**src/rtl/sftx_pkg.sv**
```systemverilog
// package: states, reasons and timing constants for the frame transmit control
package sftx_pkg;
   // frame transmit control states
   typedef enum logic [2:0] {
      FRAME_TX_IDLE_STATE,
      ACK_BALANCE_WAIT_STATE,
      TX_CREDIT_WAIT_STATE,
      FRAME_REQUEST_STATE,
      DONE_REQUEST_STATE
   } sftx_state_t;
   // dword scheduler states
   typedef enum logic [2:0] {
      SCH_IDLE,
      SCH_SOF,
      SCH_BODY,
      SCH_EOF
   } sftx_sch_t;
   // done reason codes
   localparam logic [1:0] REASON_CLOSE      = 2'h0;
   localparam logic [1:0] REASON_ACK_TMO    = 2'h1;
   localparam logic [1:0] REASON_CREDIT_TMO = 2'h2;
   // scheduler dword kinds
   localparam logic [2:0] DW_IDLE   = 3'h0;
   localparam logic [2:0] DW_ALIGN  = 3'h1;
   localparam logic [2:0] DW_RRDY   = 3'h2;
   localparam logic [2:0] DW_ACKNAK = 3'h3;
   localparam logic [2:0] DW_DONE   = 3'h4;
   localparam logic [2:0] DW_SOF    = 3'h5;
   localparam logic [2:0] DW_FRAME  = 3'h6;
   localparam logic [2:0] DW_EOF    = 3'h7;
   // timing
   localparam int CLK_HZ        = 10_000_000;
   localparam int TIMEOUT_US    = 1000;
   localparam int TIMEOUT_CYC   = CLK_HZ / 1_000_000 * TIMEOUT_US;
   localparam int CNT_W         = 8;
   localparam int CREDIT_INIT   = 0;
endpackage : sftx_pkg

```
**src/rtl/sftx_buf2.sv**
```systemverilog
// two-entry valid/ready buffer for frame dwords
`timescale 1ns/100ps
module sftx_buf2
   import sftx_pkg::*;
#(
   parameter int W = 32
) (
   // clock and reset
   input  wire logic         clk,
   input  wire logic         rstn,
   // fill side
   input  wire logic         in_valid,
   output logic              in_ready,
   input  wire logic [W-1:0] in_data,
   // drain side
   output logic              out_valid,
   input  wire logic         out_ready,
   output logic [W-1:0]      out_data
);
   typedef struct packed {
      logic [1:0][W-1:0] mem;
      logic              rd;
      logic              wr;
      logic [1:0]        cnt;
   } sftx_buf_t;
   sftx_buf_t s_r, s_nxt;
   logic push, pop;

   assign in_ready  = (s_r.cnt != 2'h2);
   assign out_valid = (s_r.cnt != 2'h0);
   assign out_data  = s_r.mem[s_r.rd];
   assign push      = in_valid && in_ready;
   assign pop       = out_valid && out_ready;

   always_comb begin
      s_nxt = s_r;
      if (push) begin
         s_nxt.mem[s_r.wr] = in_data;
         s_nxt.wr = ~s_r.wr;
      end
      if (pop) begin
         s_nxt.rd = ~s_r.rd;
      end
      s_nxt.cnt = s_r.cnt + {1'b0, push} - {1'b0, pop};
   end

   always_ff @(posedge clk) begin
      if (!rstn) begin
         s_r <= '0;
      end else begin
         s_r <= s_nxt;
      end
   end

   chk_stall_holds: assert property (
      @(posedge clk) disable iff (!rstn)
      out_valid && !out_ready
      |=> out_valid && $stable(out_data))
      else $error("stalled word lost");
endmodule : sftx_buf2

```
**src/rtl/sftx_sched.sv**
```systemverilog
// dword scheduler: primitive priority and sof/frame/eof framing
`timescale 1ns/100ps
module sftx_sched
   import sftx_pkg::*;
#(
   parameter int W = 32
) (
   // clock and reset
   input  wire logic         clk,
   input  wire logic         rstn,
   // primitive requests
   input  wire logic         align_req,
   input  wire logic         rrdy_req,
   input  wire logic         acknak_req,
   input  wire logic         done_req,
   input  wire logic         frame_req,
   // frame dword stream
   input  wire logic         fd_valid,
   output logic              fd_ready,
   input  wire logic         fd_last,
   // outputs
   output logic [2:0]        dw_kind,
   output logic              dw_valid,
   output logic              frame_dw_sent,
   output logic              eof_sent,
   output logic              idle_sent,
   output logic              done_sent
);
   typedef struct packed {
      sftx_sch_t  st;
      logic [2:0] kind;
      logic       fsent;
      logic       esent;
      logic       isent;
      logic       dsent;
      logic       fpend;
      logic       dpend;
   } sftx_sch_st_t;
   sftx_sch_st_t s_r, s_nxt;
   logic         fp, dp;

   // requests stay pending until a free slot takes them
   assign fp = s_r.fpend || frame_req;
   assign dp = s_r.dpend || done_req;

   always_comb begin
      s_nxt = s_r;
      s_nxt.fsent = 1'b0;
      s_nxt.esent = 1'b0;
      s_nxt.isent = 1'b0;
      s_nxt.dsent = 1'b0;
      s_nxt.fpend = fp;
      s_nxt.dpend = dp;
      fd_ready = 1'b0;
      if (align_req) begin
         s_nxt.kind = DW_ALIGN;
      end else if (rrdy_req) begin
         s_nxt.kind = DW_RRDY;
      end else if (acknak_req) begin
         s_nxt.kind = DW_ACKNAK;
      end else if (dp && s_r.st == SCH_IDLE) begin
         s_nxt.kind = DW_DONE;
         s_nxt.dsent = 1'b1;
         s_nxt.dpend = 1'b0;
      end else begin
         unique case (s_r.st)
            SCH_IDLE: begin
               if (fp) begin
                  s_nxt.kind = DW_SOF;
                  s_nxt.fpend = 1'b0;
                  s_nxt.st = SCH_BODY;
               end else begin
                  s_nxt.kind = DW_IDLE;
                  s_nxt.isent = 1'b1;
               end
            end
            SCH_BODY: begin
               fd_ready = 1'b1;
               if (fd_valid) begin
                  s_nxt.kind = DW_FRAME;
                  s_nxt.fsent = 1'b1;
                  if (fd_last) begin
                     s_nxt.st = SCH_EOF;
                  end
               end else begin
                  s_nxt.kind = DW_IDLE;
                  s_nxt.isent = 1'b1;
               end
            end
            SCH_EOF: begin
               s_nxt.kind = DW_EOF;
               s_nxt.esent = 1'b1;
               s_nxt.st = SCH_IDLE;
            end
            default: begin
               s_nxt.st = SCH_IDLE;
               s_nxt.kind = DW_IDLE;
            end
         endcase
      end
   end

   always_ff @(posedge clk) begin
      if (!rstn) begin
         s_r <= '{st: SCH_IDLE, default: '0};
      end else begin
         s_r <= s_nxt;
      end
   end

   assign dw_kind       = s_r.kind;
   assign dw_valid      = rstn;
   assign frame_dw_sent = s_r.fsent;
   assign eof_sent      = s_r.esent;
   assign idle_sent     = s_r.isent;
   assign done_sent     = s_r.dsent;

   chk_eof_after_body: assert property (
      @(posedge clk) disable iff (!rstn)
      s_r.st == SCH_EOF && !align_req && !rrdy_req && !acknak_req
      |=> eof_sent && dw_kind == DW_EOF)
      else $error("eof not sent after last frame dword");
endmodule : sftx_sched

```
**src/rtl/sftx_top.sv**
```systemverilog
// frame transmit control with interlock and credit monitors
`timescale 1ns/100ps
module sftx_top
   import sftx_pkg::*;
#(
   parameter int TMO_CYC = TIMEOUT_CYC,
   parameter int CW      = CNT_W,
   parameter int DW      = 32
) (
   // clock and reset
   input  wire logic          CORE_CLK,
   input  wire logic          RSTN,
   // connection control
   input  wire logic          CONN_ENTER,
   // port layer requests
   input  wire logic          TX_FRAME_REQ,
   input  wire logic          TX_INTERLOCKED,
   input  wire logic          CLOSE_REQ,
   // frame dword source
   input  wire logic          FD_VALID,
   output logic               FD_READY,
   input  wire logic [DW-1:0] FD_DATA,
   input  wire logic          FD_LAST,
   // remote events
   input  wire logic          ACK_RCVD,
   input  wire logic          NAK_RCVD,
   input  wire logic          RRDY_RCVD,
   // primitive requests from other link machines
   input  wire logic          ALIGN_REQ,
   input  wire logic          RRDY_TX_REQ,
   input  wire logic          ACKNAK_TX_REQ,
   // port layer confirmations
   output logic               ACK_TMO,
   output logic               CREDIT_TMO,
   output logic               DONE_SENT_CNF,
   output logic               ACK_RCVD_CNF,
   output logic               NAK_RCVD_CNF,
   output logic               IDLE,
   // done wait notice
   output logic               DONE_WAIT_REQ,
   output logic [1:0]         DONE_REASON,
   // monitor flags
   output logic               BALANCED,
   output logic               CREDIT_AVAIL,
   // scheduler output
   output logic [2:0]         DW_KIND,
   output logic [DW-1:0]      DW_DATA,
   output logic               DW_VALID,
   output logic               FRAME_DW_SENT,
   output logic               EOF_SENT,
   output logic               IDLE_SENT
);
   localparam int TW = $clog2(TMO_CYC + 1);

   typedef struct packed {
      sftx_state_t   st;
      logic          ilk;
      logic          cls;
      logic [1:0]    reason;
      logic [TW-1:0] tmr;
      logic [CW-1:0] eof_cnt;
      logic [CW-1:0] an_cnt;
      logic [CW-1:0] credit;
      logic          fr_issued;
      logic          done_issued;
      logic          ack_tmo;
      logic          cr_tmo;
      logic          done_cnf;
      logic          dwait;
      logic          ack_cnf;
      logic          nak_cnf;
      logic [DW-1:0] dw_data;
   } sftx_top_t;
   sftx_top_t s_r, s_nxt;

   logic          frame_req, done_req, eof_sent, done_sent;
   logic          sch_ready, buf_valid, buf_last;
   logic          credit_used, balanced, credit_avail, tmr_exp;
   logic [DW:0]   buf_data;

   ////////////////////////////////////////////////////////////////////
   // frame dword buffer and scheduler
   sftx_buf2 #(.W(DW + 1)) u_buf (
      .clk       (CORE_CLK),
      .rstn      (RSTN),
      .in_valid  (FD_VALID),
      .in_ready  (FD_READY),
      .in_data   ({FD_LAST, FD_DATA}),
      .out_valid (buf_valid),
      .out_ready (sch_ready),
      .out_data  (buf_data)
   );
   assign buf_last = buf_data[DW];

   sftx_sched #(.W(DW)) u_sched (
      .clk           (CORE_CLK),
      .rstn          (RSTN),
      .align_req     (ALIGN_REQ),
      .rrdy_req      (RRDY_TX_REQ),
      .acknak_req    (ACKNAK_TX_REQ),
      .done_req      (done_req),
      .frame_req     (frame_req),
      .fd_valid      (buf_valid),
      .fd_ready      (sch_ready),
      .fd_last       (buf_last),
      .dw_kind       (DW_KIND),
      .dw_valid      (DW_VALID),
      .frame_dw_sent (FRAME_DW_SENT),
      .eof_sent      (eof_sent),
      .idle_sent     (IDLE_SENT),
      .done_sent     (done_sent)
   );

   ////////////////////////////////////////////////////////////////////
   // monitors and control
   assign balanced     = (s_r.an_cnt == s_r.eof_cnt);
   assign credit_avail = (s_r.credit != '0);
   assign tmr_exp      = (s_r.tmr == '0);
   assign credit_used  = (s_r.st == TX_CREDIT_WAIT_STATE) && credit_avail;
   assign frame_req    = (s_r.st == FRAME_REQUEST_STATE) && !s_r.fr_issued;
   assign done_req     = (s_r.st == DONE_REQUEST_STATE) && !s_r.done_issued;

   always_comb begin
      s_nxt = s_r;
      s_nxt.ack_tmo  = 1'b0;
      s_nxt.cr_tmo   = 1'b0;
      s_nxt.done_cnf = 1'b0;
      s_nxt.dwait    = 1'b0;
      s_nxt.ack_cnf  = ACK_RCVD;
      s_nxt.nak_cnf  = NAK_RCVD;
      if (sch_ready && buf_valid) begin
         s_nxt.dw_data = buf_data[DW-1:0];
      end
      if (ACK_RCVD || NAK_RCVD) begin
         s_nxt.an_cnt = s_r.an_cnt + 1'b1;
      end
      // credit: add on rrdy, subtract on use, floor at zero
      s_nxt.credit = s_r.credit + {{(CW-1){1'b0}}, RRDY_RCVD}
         - {{(CW-1){1'b0}}, credit_used};
      if (!tmr_exp) begin
         s_nxt.tmr = s_r.tmr - 1'b1;
      end
      unique case (s_r.st)
         FRAME_TX_IDLE_STATE: begin
            if (TX_FRAME_REQ || CLOSE_REQ) begin
               s_nxt.st  = ACK_BALANCE_WAIT_STATE;
               s_nxt.ilk = TX_INTERLOCKED;
               s_nxt.cls = CLOSE_REQ;
               s_nxt.tmr = TW'(TMO_CYC);
            end
         end
         ACK_BALANCE_WAIT_STATE: begin
            if (s_r.cls && balanced) begin
               s_nxt.st     = DONE_REQUEST_STATE;
               s_nxt.reason = REASON_CLOSE;
            end else if (!s_r.cls && (!s_r.ilk || balanced)) begin
               s_nxt.st  = TX_CREDIT_WAIT_STATE;
               s_nxt.tmr = TW'(TMO_CYC);
            end else if (tmr_exp) begin
               s_nxt.ack_tmo = 1'b1;
               s_nxt.st      = DONE_REQUEST_STATE;
               s_nxt.reason  = REASON_ACK_TMO;
            end
         end
         TX_CREDIT_WAIT_STATE: begin
            if (credit_avail) begin
               s_nxt.st        = FRAME_REQUEST_STATE;
               s_nxt.fr_issued = 1'b0;
            end else if (tmr_exp) begin
               s_nxt.cr_tmo = 1'b1;
               s_nxt.st     = DONE_REQUEST_STATE;
               s_nxt.reason = REASON_CREDIT_TMO;
            end
         end
         FRAME_REQUEST_STATE: begin
            s_nxt.fr_issued = 1'b1;
            if (eof_sent) begin
               s_nxt.eof_cnt = s_r.eof_cnt + 1'b1;
               s_nxt.st      = FRAME_TX_IDLE_STATE;
            end
         end
         DONE_REQUEST_STATE: begin
            s_nxt.done_issued = 1'b1;
            if (done_sent) begin
               s_nxt.dwait    = 1'b1;
               s_nxt.done_cnf = 1'b1;
               s_nxt.st       = FRAME_TX_IDLE_STATE;
            end
         end
      endcase
      if (s_nxt.st != DONE_REQUEST_STATE) begin
         s_nxt.done_issued = 1'b0;
      end
      if (CONN_ENTER) begin
         s_nxt.st      = FRAME_TX_IDLE_STATE;
         s_nxt.an_cnt  = s_nxt.eof_cnt;
         s_nxt.credit  = CW'(CREDIT_INIT);
      end
   end

   always_ff @(posedge CORE_CLK) begin
      if (!RSTN) begin
         s_r <= '{st: FRAME_TX_IDLE_STATE, default: '0};
      end else begin
         s_r <= s_nxt;
      end
   end

   ////////////////////////////////////////////////////////////////////
   // outputs
   assign ACK_TMO       = s_r.ack_tmo;
   assign CREDIT_TMO    = s_r.cr_tmo;
   assign DONE_SENT_CNF = s_r.done_cnf;
   assign DONE_WAIT_REQ = s_r.dwait;
   assign DONE_REASON   = s_r.reason;
   assign ACK_RCVD_CNF  = s_r.ack_cnf;
   assign NAK_RCVD_CNF  = s_r.nak_cnf;
   assign IDLE          = (s_r.st == FRAME_TX_IDLE_STATE);
   assign BALANCED      = balanced;
   assign CREDIT_AVAIL  = credit_avail;
   assign DW_DATA       = s_r.dw_data;
   assign EOF_SENT      = eof_sent;

   ////////////////////////////////////////////////////////////////////
   // checks
   chk_idle_leave_req: assert property (
      @(posedge CORE_CLK) disable iff (!RSTN)
      IDLE && !CONN_ENTER && (TX_FRAME_REQ || CLOSE_REQ)
      |=> s_r.st == ACK_BALANCE_WAIT_STATE)
      else $error("idle did not leave on request");
   chk_ilk_carried: assert property (
      @(posedge CORE_CLK) disable iff (!RSTN)
      IDLE && !CONN_ENTER && TX_FRAME_REQ
      |=> s_r.ilk == $past(TX_INTERLOCKED))
      else $error("interlock flag lost");
   chk_close_carried: assert property (
      @(posedge CORE_CLK) disable iff (!RSTN)
      IDLE && !CONN_ENTER && CLOSE_REQ
      |=> s_r.cls)
      else $error("close flag lost");
   chk_timer_load: assert property (
      @(posedge CORE_CLK) disable iff (!RSTN)
      s_r.st == ACK_BALANCE_WAIT_STATE && $past(IDLE)
      |-> s_r.tmr == TW'(TMO_CYC))
      else $error("ack timer not loaded");
   chk_nonilk_pass: assert property (
      @(posedge CORE_CLK) disable iff (!RSTN)
      s_r.st == ACK_BALANCE_WAIT_STATE && !s_r.ilk && !s_r.cls && !CONN_ENTER
      |=> s_r.st == TX_CREDIT_WAIT_STATE)
      else $error("non-interlocked frame dwelt");
   chk_close_done: assert property (
      @(posedge CORE_CLK) disable iff (!RSTN)
      s_r.st == ACK_BALANCE_WAIT_STATE && s_r.cls && balanced && !CONN_ENTER
      |=> s_r.st == DONE_REQUEST_STATE && DONE_REASON == REASON_CLOSE)
      else $error("close did not request done");
   chk_ack_tmo_done: assert property (
      @(posedge CORE_CLK) disable iff (!RSTN)
      ACK_TMO |-> s_r.st == DONE_REQUEST_STATE
      && DONE_REASON == REASON_ACK_TMO)
      else $error("ack timeout path wrong");
   chk_credit_tmo_done: assert property (
      @(posedge CORE_CLK) disable iff (!RSTN)
      CREDIT_TMO |-> s_r.st == DONE_REQUEST_STATE
      && DONE_REASON == REASON_CREDIT_TMO)
      else $error("credit timeout path wrong");
   chk_credit_use: assert property (
      @(posedge CORE_CLK) disable iff (!RSTN)
      credit_used && !RRDY_RCVD && !CONN_ENTER
      |=> s_r.credit == $past(s_r.credit) - 1'b1)
      else $error("credit not consumed");
   chk_rrdy_adds: assert property (
      @(posedge CORE_CLK) disable iff (!RSTN)
      RRDY_RCVD && !credit_used && !CONN_ENTER
      |=> s_r.credit == $past(s_r.credit) + 1'b1)
      else $error("credit not added");
   chk_one_frame: assert property (
      @(posedge CORE_CLK) disable iff (!RSTN)
      frame_req
      |=> !frame_req)
      else $error("frame requested twice");
   chk_eof_counted: assert property (
      @(posedge CORE_CLK) disable iff (!RSTN)
      s_r.st == FRAME_REQUEST_STATE && eof_sent && !CONN_ENTER
      |=> IDLE && s_r.eof_cnt == $past(s_r.eof_cnt) + 1'b1)
      else $error("eof not counted");
   chk_done_notice: assert property (
      @(posedge CORE_CLK) disable iff (!RSTN)
      s_r.st == DONE_REQUEST_STATE && done_sent && !CONN_ENTER
      |=> IDLE && DONE_WAIT_REQ && DONE_SENT_CNF)
      else $error("done not confirmed");
   chk_ack_cnf: assert property (
      @(posedge CORE_CLK) disable iff (!RSTN)
      ACK_RCVD
      |=> ACK_RCVD_CNF)
      else $error("ack not confirmed");
   chk_conn_init: assert property (
      @(posedge CORE_CLK) disable iff (!RSTN)
      CONN_ENTER
      |=> balanced && !credit_avail)
      else $error("connection entry not initialised");
endmodule : sftx_top
```
**config.mk**
```make
export PLATFORM = sky130hd
export DESIGN_NAME = sftx_top
export DESIGN_NICKNAME = d
export VERILOG_FILES = /design/src/rtl/sftx_pkg.sv /design/src/rtl/sftx_buf2.sv /design/src/rtl/sftx_sched.sv /design/src/rtl/sftx_top.sv
export SDC_FILE = /design/constraint.sdc
export NUM_CORES = 1
export LEC_CHECK = 0
export BUFFER_PORTS_ARGS = -buffer_cell sky130_fd_sc_hd__buf_2
export CORE_MARGIN = 3
export CORE_UTILIZATION = 50
export DETAILED_ROUTE_END_ITERATION = 10
export HOLD_SLACK_MARGIN = 0.05
export PLACE_DENSITY = 0.73
export RECOVER_POWER = 25
export SLEW_MARGIN = 20
export SYNTH_ARGS = -nofsm -noshare
export SYNTH_HDL_FRONTEND = slang
export SYNTH_SLANG_ARGS = --single-unit
```
**constraint.sdc**
```tcl
create_clock -name CORE_CLK -period 2.5 [get_ports CORE_CLK]
set_input_delay 0.5 -clock CORE_CLK [delete_from_list [all_inputs] [get_ports CORE_CLK]]
set_output_delay 0.5 -clock CORE_CLK [all_outputs]
set_load 0.005 [all_outputs]
```
Yosys cells after proc, flatten, opt, wreduce, memory -nomap -nowiden
Cells that the tools add are included. W data, S select, Z words.

Reduce and logical (&&, ||, !) cells: 39. Bitwise operators: 10. Add/subtract/negate cells: 7. Multiplexer cells: 59. Order comparisons: 3. Equal/unequal tests: 17.

Operator list (number): $mux W33 (3); $bwmux W66 (1); $mux W14 (4); $mux W3 (12); $demux W33 S1 (1); $pmux W14 S2 (1); $mux W8 (3); $mux W2 (11); $pmux W6 S3 (1); $add A8 B1 Y8 const B (2); $mux W1 (16); $mux W16 (1); $pmux W3 S5 (1); $logic_not A14 Y1 (1); $sub A14 B1 Y14 const B (1); $eq A3 B2 Y1 const B (4); $ne A2 B2 Y1 const B (6); $not A1 Y1 (10); $logic_and A1 B1 Y1 (9); $ne A3 B3 Y1 const B (3); $add A8 B1 Y8 (1); $eq A8 B8 Y1 (1); $reduce_bool A2 Y1 (4); $reduce_bool A8 Y1 (1); 22 further kinds (37).

Register bits after elaboration: 167. Input bits: 46. Output and inout bits: 51. Logic and storage cells: 167.

Longest topological paths before layout
Word-level depth: 10. Depth in mapped cells: 17. Gate-level depth less buffers: 17.

By module
Synthesis repeated with hierarchy kept, for this count alone.

Cells, all modules: 935. Area total of the unflattened synthesis: 8227.9 um^2.

Modules (own cells, without submodules): sftx_top (sequential area each 1681.6 um^2, times used 1, cells an instance 503, area an instance 4229.1 um^2); sftx_buf2 (sequential area each 1401.3 um^2, times used 1, cells an instance 382, area an instance 3538.4 um^2); sftx_sched (sequential area each 220.2 um^2, times used 1, cells an instance 50, area an instance 460.4 um^2).

Worst setup path before layout
OpenSTA, ideal clock, no wires.

Path kind: flip-flop to flip-flop. Start point: register s_r[83] (netlist bit). End point: register s_r[46] (netlist bit). Setup time: 0.132 ns. Slack: -0.281 ns. Path buffers: 1. Clock period less this slack: 2.781 ns. Cell stages (with the launch flop): 17. Required time: 2.368 ns. Arrival time: 2.650 ns. Path through: dfxtp_1 > clkbuf_1 > inv_1 > nor3_1 > nand2_1 > inv_1 > ha_1 > inv_1 > ha_1 > inv_1 > fa_1 > nand2b_1 > a21oi_1 > o21ai_0 > a21oi_1 > o21a_1 > nor3_1.

Cells in the longest elaborated chain, start to end: 3.

Ends and longest elaborated chain: start, declared (RTL line sftx_top.sv:74) `sftx_top_t s_r, s_nxt;`; start signal, assigned (RTL line sftx_top.sv:205) `s_r <= s_nxt;`; $eq A3 B2 Y1 (RTL line sftx_top.sv:119) `assign credit_used = (s_r.st == TX_CREDIT_WAIT_STATE) && credit_avail;`; $logic_and A1 B1 Y1 (RTL line sftx_top.sv:119); $sub A8 B1 Y8 (RTL line sftx_top.sv:139) `- {{(CW-1){1'b0}}, credit_used};`.

No other way between the ends. A chain may end at the register's enable or synchronous reset.

Worst setup path after layout
Start point: register s_r[44] (netlist bit). End point: register s_r[46] (netlist bit).

Cells in the longest elaborated chain, start to end: 3. Elaborated cells on any way between the ends: 4. Those cells by class: add/sub (2); reduce/logical (2).

Ends and longest elaborated chain (RTL line): parallel branches: the longest is 2 deep, another holds $add A8 B1 Y8; $sub A8 B1 Y8 (*) (sftx_top.sv:139).

Mark *: on every way between the ends.

==> metrics.csv <==
metric,value,unit
syn2layout_area_growth,17.9,%
gp_congestion,0.888,
leakage_power_of_the_design,0.00328,uW
dieArea,0.0161,mm^2
hold_slack,296,ps
global_route.usage.met1,0.265,
wirelength,16400,um
worst_slew_pin_slew,909,ps
vias,6058,
synth_largest_type_area_fraction,0.451,
maxSlewHeadroom,0.394,
capture_point_of_the_worst_reg_to_reg_path,s_r[46],
vias_in_the_first_global_route,5774,
clock_tree_from_tritoncts,done,
synth-edff-count,0,
cts.sinks,165,
critical_path.max_fanout,2,
synth-seq-area-share,0.451,
netlist-cell-type-count,56,
postSynthAreaPerCell,8.39,um^2
synthTopCellsByArea,"sky130_fd_sc_hd__dfxtp_1, sky130_fd_sc_hd__nand2_1, sky130_fd_sc_hd__a21oi_1",
clock_insertion_delay_worst_skew,430,ps
critPathArrivalTime,2790,ps
drv_cap,0,
regToRegStartpoint,s_r[44],
total_power,6470,uW
clockRootBuffer,sky130_fd_sc_hd__clkbuf_16,
postSynth.topFlopCell,sky130_fd_sc_hd__dfxtp_1,
rsz_0062_raised_after_global_routing,true,
remaining_drc_errors,0,
hold_path_depth,2,
postPlaceCellArea,0.00782,mm^2
reg2reg_slack,-2,ps
drv_slew,0,
outcome,"finished, violations left",
detail_route.first_pass.iterations,5,
grt_overflow_total,0,
floorplan.initialDensity,0.519,
avgRoutedWirePerCell,14.4,um
globalRoute.busiestLayer,met2,
grt_use_total,0.210,
num_antenna_cells,0,
async_reset_ff_frac,0,
die_w,127,um
period_share,1.00,
crit_path_end_kind,flop,
final_area,0.00863,mm^2
finish.net_count,1006,
library_cell_with_the_highest_instance_count_after_synthesis,sky130_fd_sc_hd__dfxtp_1,
period_needed,2500,ps
placeableCoreArea,0.0141,mm^2
final_layout_size_suffix_gt1_frac,0.210,
cts_max_path_buffers,2,
final_util,0.612,
grt_antenna_before_repair,1,
synth_nets,935,
fp.dieH,127,um
timing.critical_path.required,2790,ps
worst_setup_path_start_kind,flop,
synth_largest_area_cell,sky130_fd_sc_hd__dfxtp_1,
timing.final.setup_violations,1,
cts.htree.levels,4,
grt.met3_usage,0.0673,
max_freq,400,MHz
grt_first_pass_wirelength,27500,um
post-dp-hpwl,10600,um
grt_use_met2,0.347,
worst_clock_skew,10.6,ps
timing_worst_setup_path_type,reg2reg,
worstRegToRegCells,17,
ys.warnings.count,0,
failing_checks,setup timing,
grt_max_degree,66,
drt-vias-per-instance,5.33,
pre_cts_ws,-159,ps
fillCellCount,1259,
top_level_ports,97,
cell_area_after_synthesis,0.00732,mm^2
setup_slack_of_the_critical_path_after_layout,-1.98,ps
power_density,750,mW/mm^2
row_count,43,
netlist_instances,872,
number_of_drc_markers_after_the_initial_detailed_route_iteration,469,
cts.reportedPaths.clkPinSlew,60,ps
synth_seq_cells,165,
post_cts_hold_buffer_count,0,
min-delay-path-class,in2reg,
cts-buffers-inserted,17,
ant_nets,0,
number_of_buffer_cells_added_on_primary_ports,96,
worst_hold_startpoint,NAK_RCVD,
timing.hold.worst_endpoint,NAK_RCVD_CNF,
netlist_top_cells_count,"sky130_fd_sc_hd__dfxtp_1, sky130_fd_sc_hd__nand2_1, sky130_fd_sc_hd__a21oi_1",
peak_supply_drop,564,uV
timing_hold_violations_final,0,
-- stage by stage --
stage | TNS, ps | std cells
final | -1.98 | 1136
after floorplan | -11.0 | 872
after global routing | -216 | 1136
after detailed placement | -275 | 1089
after global placement | -83.1 | 1089
after CTS | -195 | 1131
-- worst max-delay path by stage --
stage,startpoint,cells past startpoint,endpoint
final,s_r[44],17,s_r[46]
after global routing,s_r[45],17,s_r[46]
after CTS,s_r[46],17,s_r[46]
after detailed placement,s_r[42],17,s_r[46]
after global placement,s_r[42],17,s_r[46]
after floorplan,s_r[44],17,s_r[46]
-- metal layers --
layer | part of all wire | vias to the layer above
met2 | 0.47 | 174
met5 | 0.00043 | -
met4 | 0.014 | 2
li1 | - | 3047
met3 | 0.067 | 22
met1 | 0.45 | 2813
-- worst max-delay path: stages, from the launching register on --
cell and delay, ps:
sky130_fd_sc_hd__dfxtp_2 330, sky130_fd_sc_hd__inv_2 80, sky130_fd_sc_hd__ha_4 120, sky130_fd_sc_hd__and4_4 250
sky130_fd_sc_hd__inv_4 50, sky130_fd_sc_hd__nand2_4 60, sky130_fd_sc_hd__inv_2 40, sky130_fd_sc_hd__ha_4 210
sky130_fd_sc_hd__inv_4 50, sky130_fd_sc_hd__ha_4 130, sky130_fd_sc_hd__inv_2 40, sky130_fd_sc_hd__fa_2 330
sky130_fd_sc_hd__nand2b_4 150, sky130_fd_sc_hd__a21oi_4 130, sky130_fd_sc_hd__o21ai_2 80, sky130_fd_sc_hd__a21oi_2 140
sky130_fd_sc_hd__o21a_1 130, sky130_fd_sc_hd__nor3_1 50
-- placed cells by master, fill, tap and decap left out, types with 10 or more instances in the layout --
| master | instances |
|---|---|
| sky130_fd_sc_hd__inv_1 | 21 |
| sky130_fd_sc_hd__buf_2 | 77 |
| sky130_fd_sc_hd__buf_4 | 45 |
| sky130_fd_sc_hd__a211oi_1 | 41 |
| sky130_fd_sc_hd__xor2_1 | 17 |
| sky130_fd_sc_hd__clkbuf_1 | 21 |
| sky130_fd_sc_hd__xnor2_1 | 21 |
| sky130_fd_sc_hd__nor3_1 | 12 |
| sky130_fd_sc_hd__mux2i_1 | 35 |
| sky130_fd_sc_hd__ha_1 | 10 |
| sky130_fd_sc_hd__o21ai_0 | 11 |
| sky130_fd_sc_hd__clkbuf_16 | 17 |
| sky130_fd_sc_hd__nand4_1 | 11 |
| sky130_fd_sc_hd__nor2_1 | 83 |
| sky130_fd_sc_hd__nand2_1 | 159 |
| sky130_fd_sc_hd__dfxtp_1 | 161 |
| sky130_fd_sc_hd__a21oi_1 | 85 |
-- layout make-up --
type	count	area, um^2	share of cell area
multi-input cells	583	3530	0.409
flip-flops and latches	165	3310	0.383
repair buffers	145	826	0.0957
clock buffers	19	453	0.0525
well taps	180	225	0.0261
clock inverters	13	163	0.0189
inverters	31	123	0.0142
-- cell families after synthesis --
group	synth area share
adder cells (fa/ha/maj)	0.0301
XOR/XNOR	0.0455
AND/OR/NAND/NOR	0.197
buffers and inverters	0.0846
flip-flops	0.451
AO/OA/AOI/OAI	0.142
multiplexers	0.0494
-- power by group --
group	leakage (uW)	internal (uW)	switching (uW)
Sequential	0.00135	2750	90.0
Combinational	0.00164	427	513
Clock	0.000298	1560	1130
Total	0.00328	4740	1730
-- state kept, by name, summed over array words and instances, names as in the netlist --
register	count
ACK_TMO	1
u_buf.s_r	70
u_sched.dw_kind	3
DONE_REASON	2
DONE_SENT_CNF	1
u_sched.idle_sent	1
ACK_RCVD_CNF	1
u_sched.done_sent	1
CREDIT_TMO	1
NAK_RCVD_CNF	1
s_r	45
u_sched.frame_dw_sent	1
DW_DATA	32
u_sched.s_r	4
u_sched.eof_sent	1
-- what timing repair did --
item | CTS | global route
gates resized for setup | 18 | 15
pin swaps | 11 | 13
endpoints found under the setup margin | 2 | 4
setup buffers | 10 | 5
Note: power is estimated with default switching activity, not from simulation.
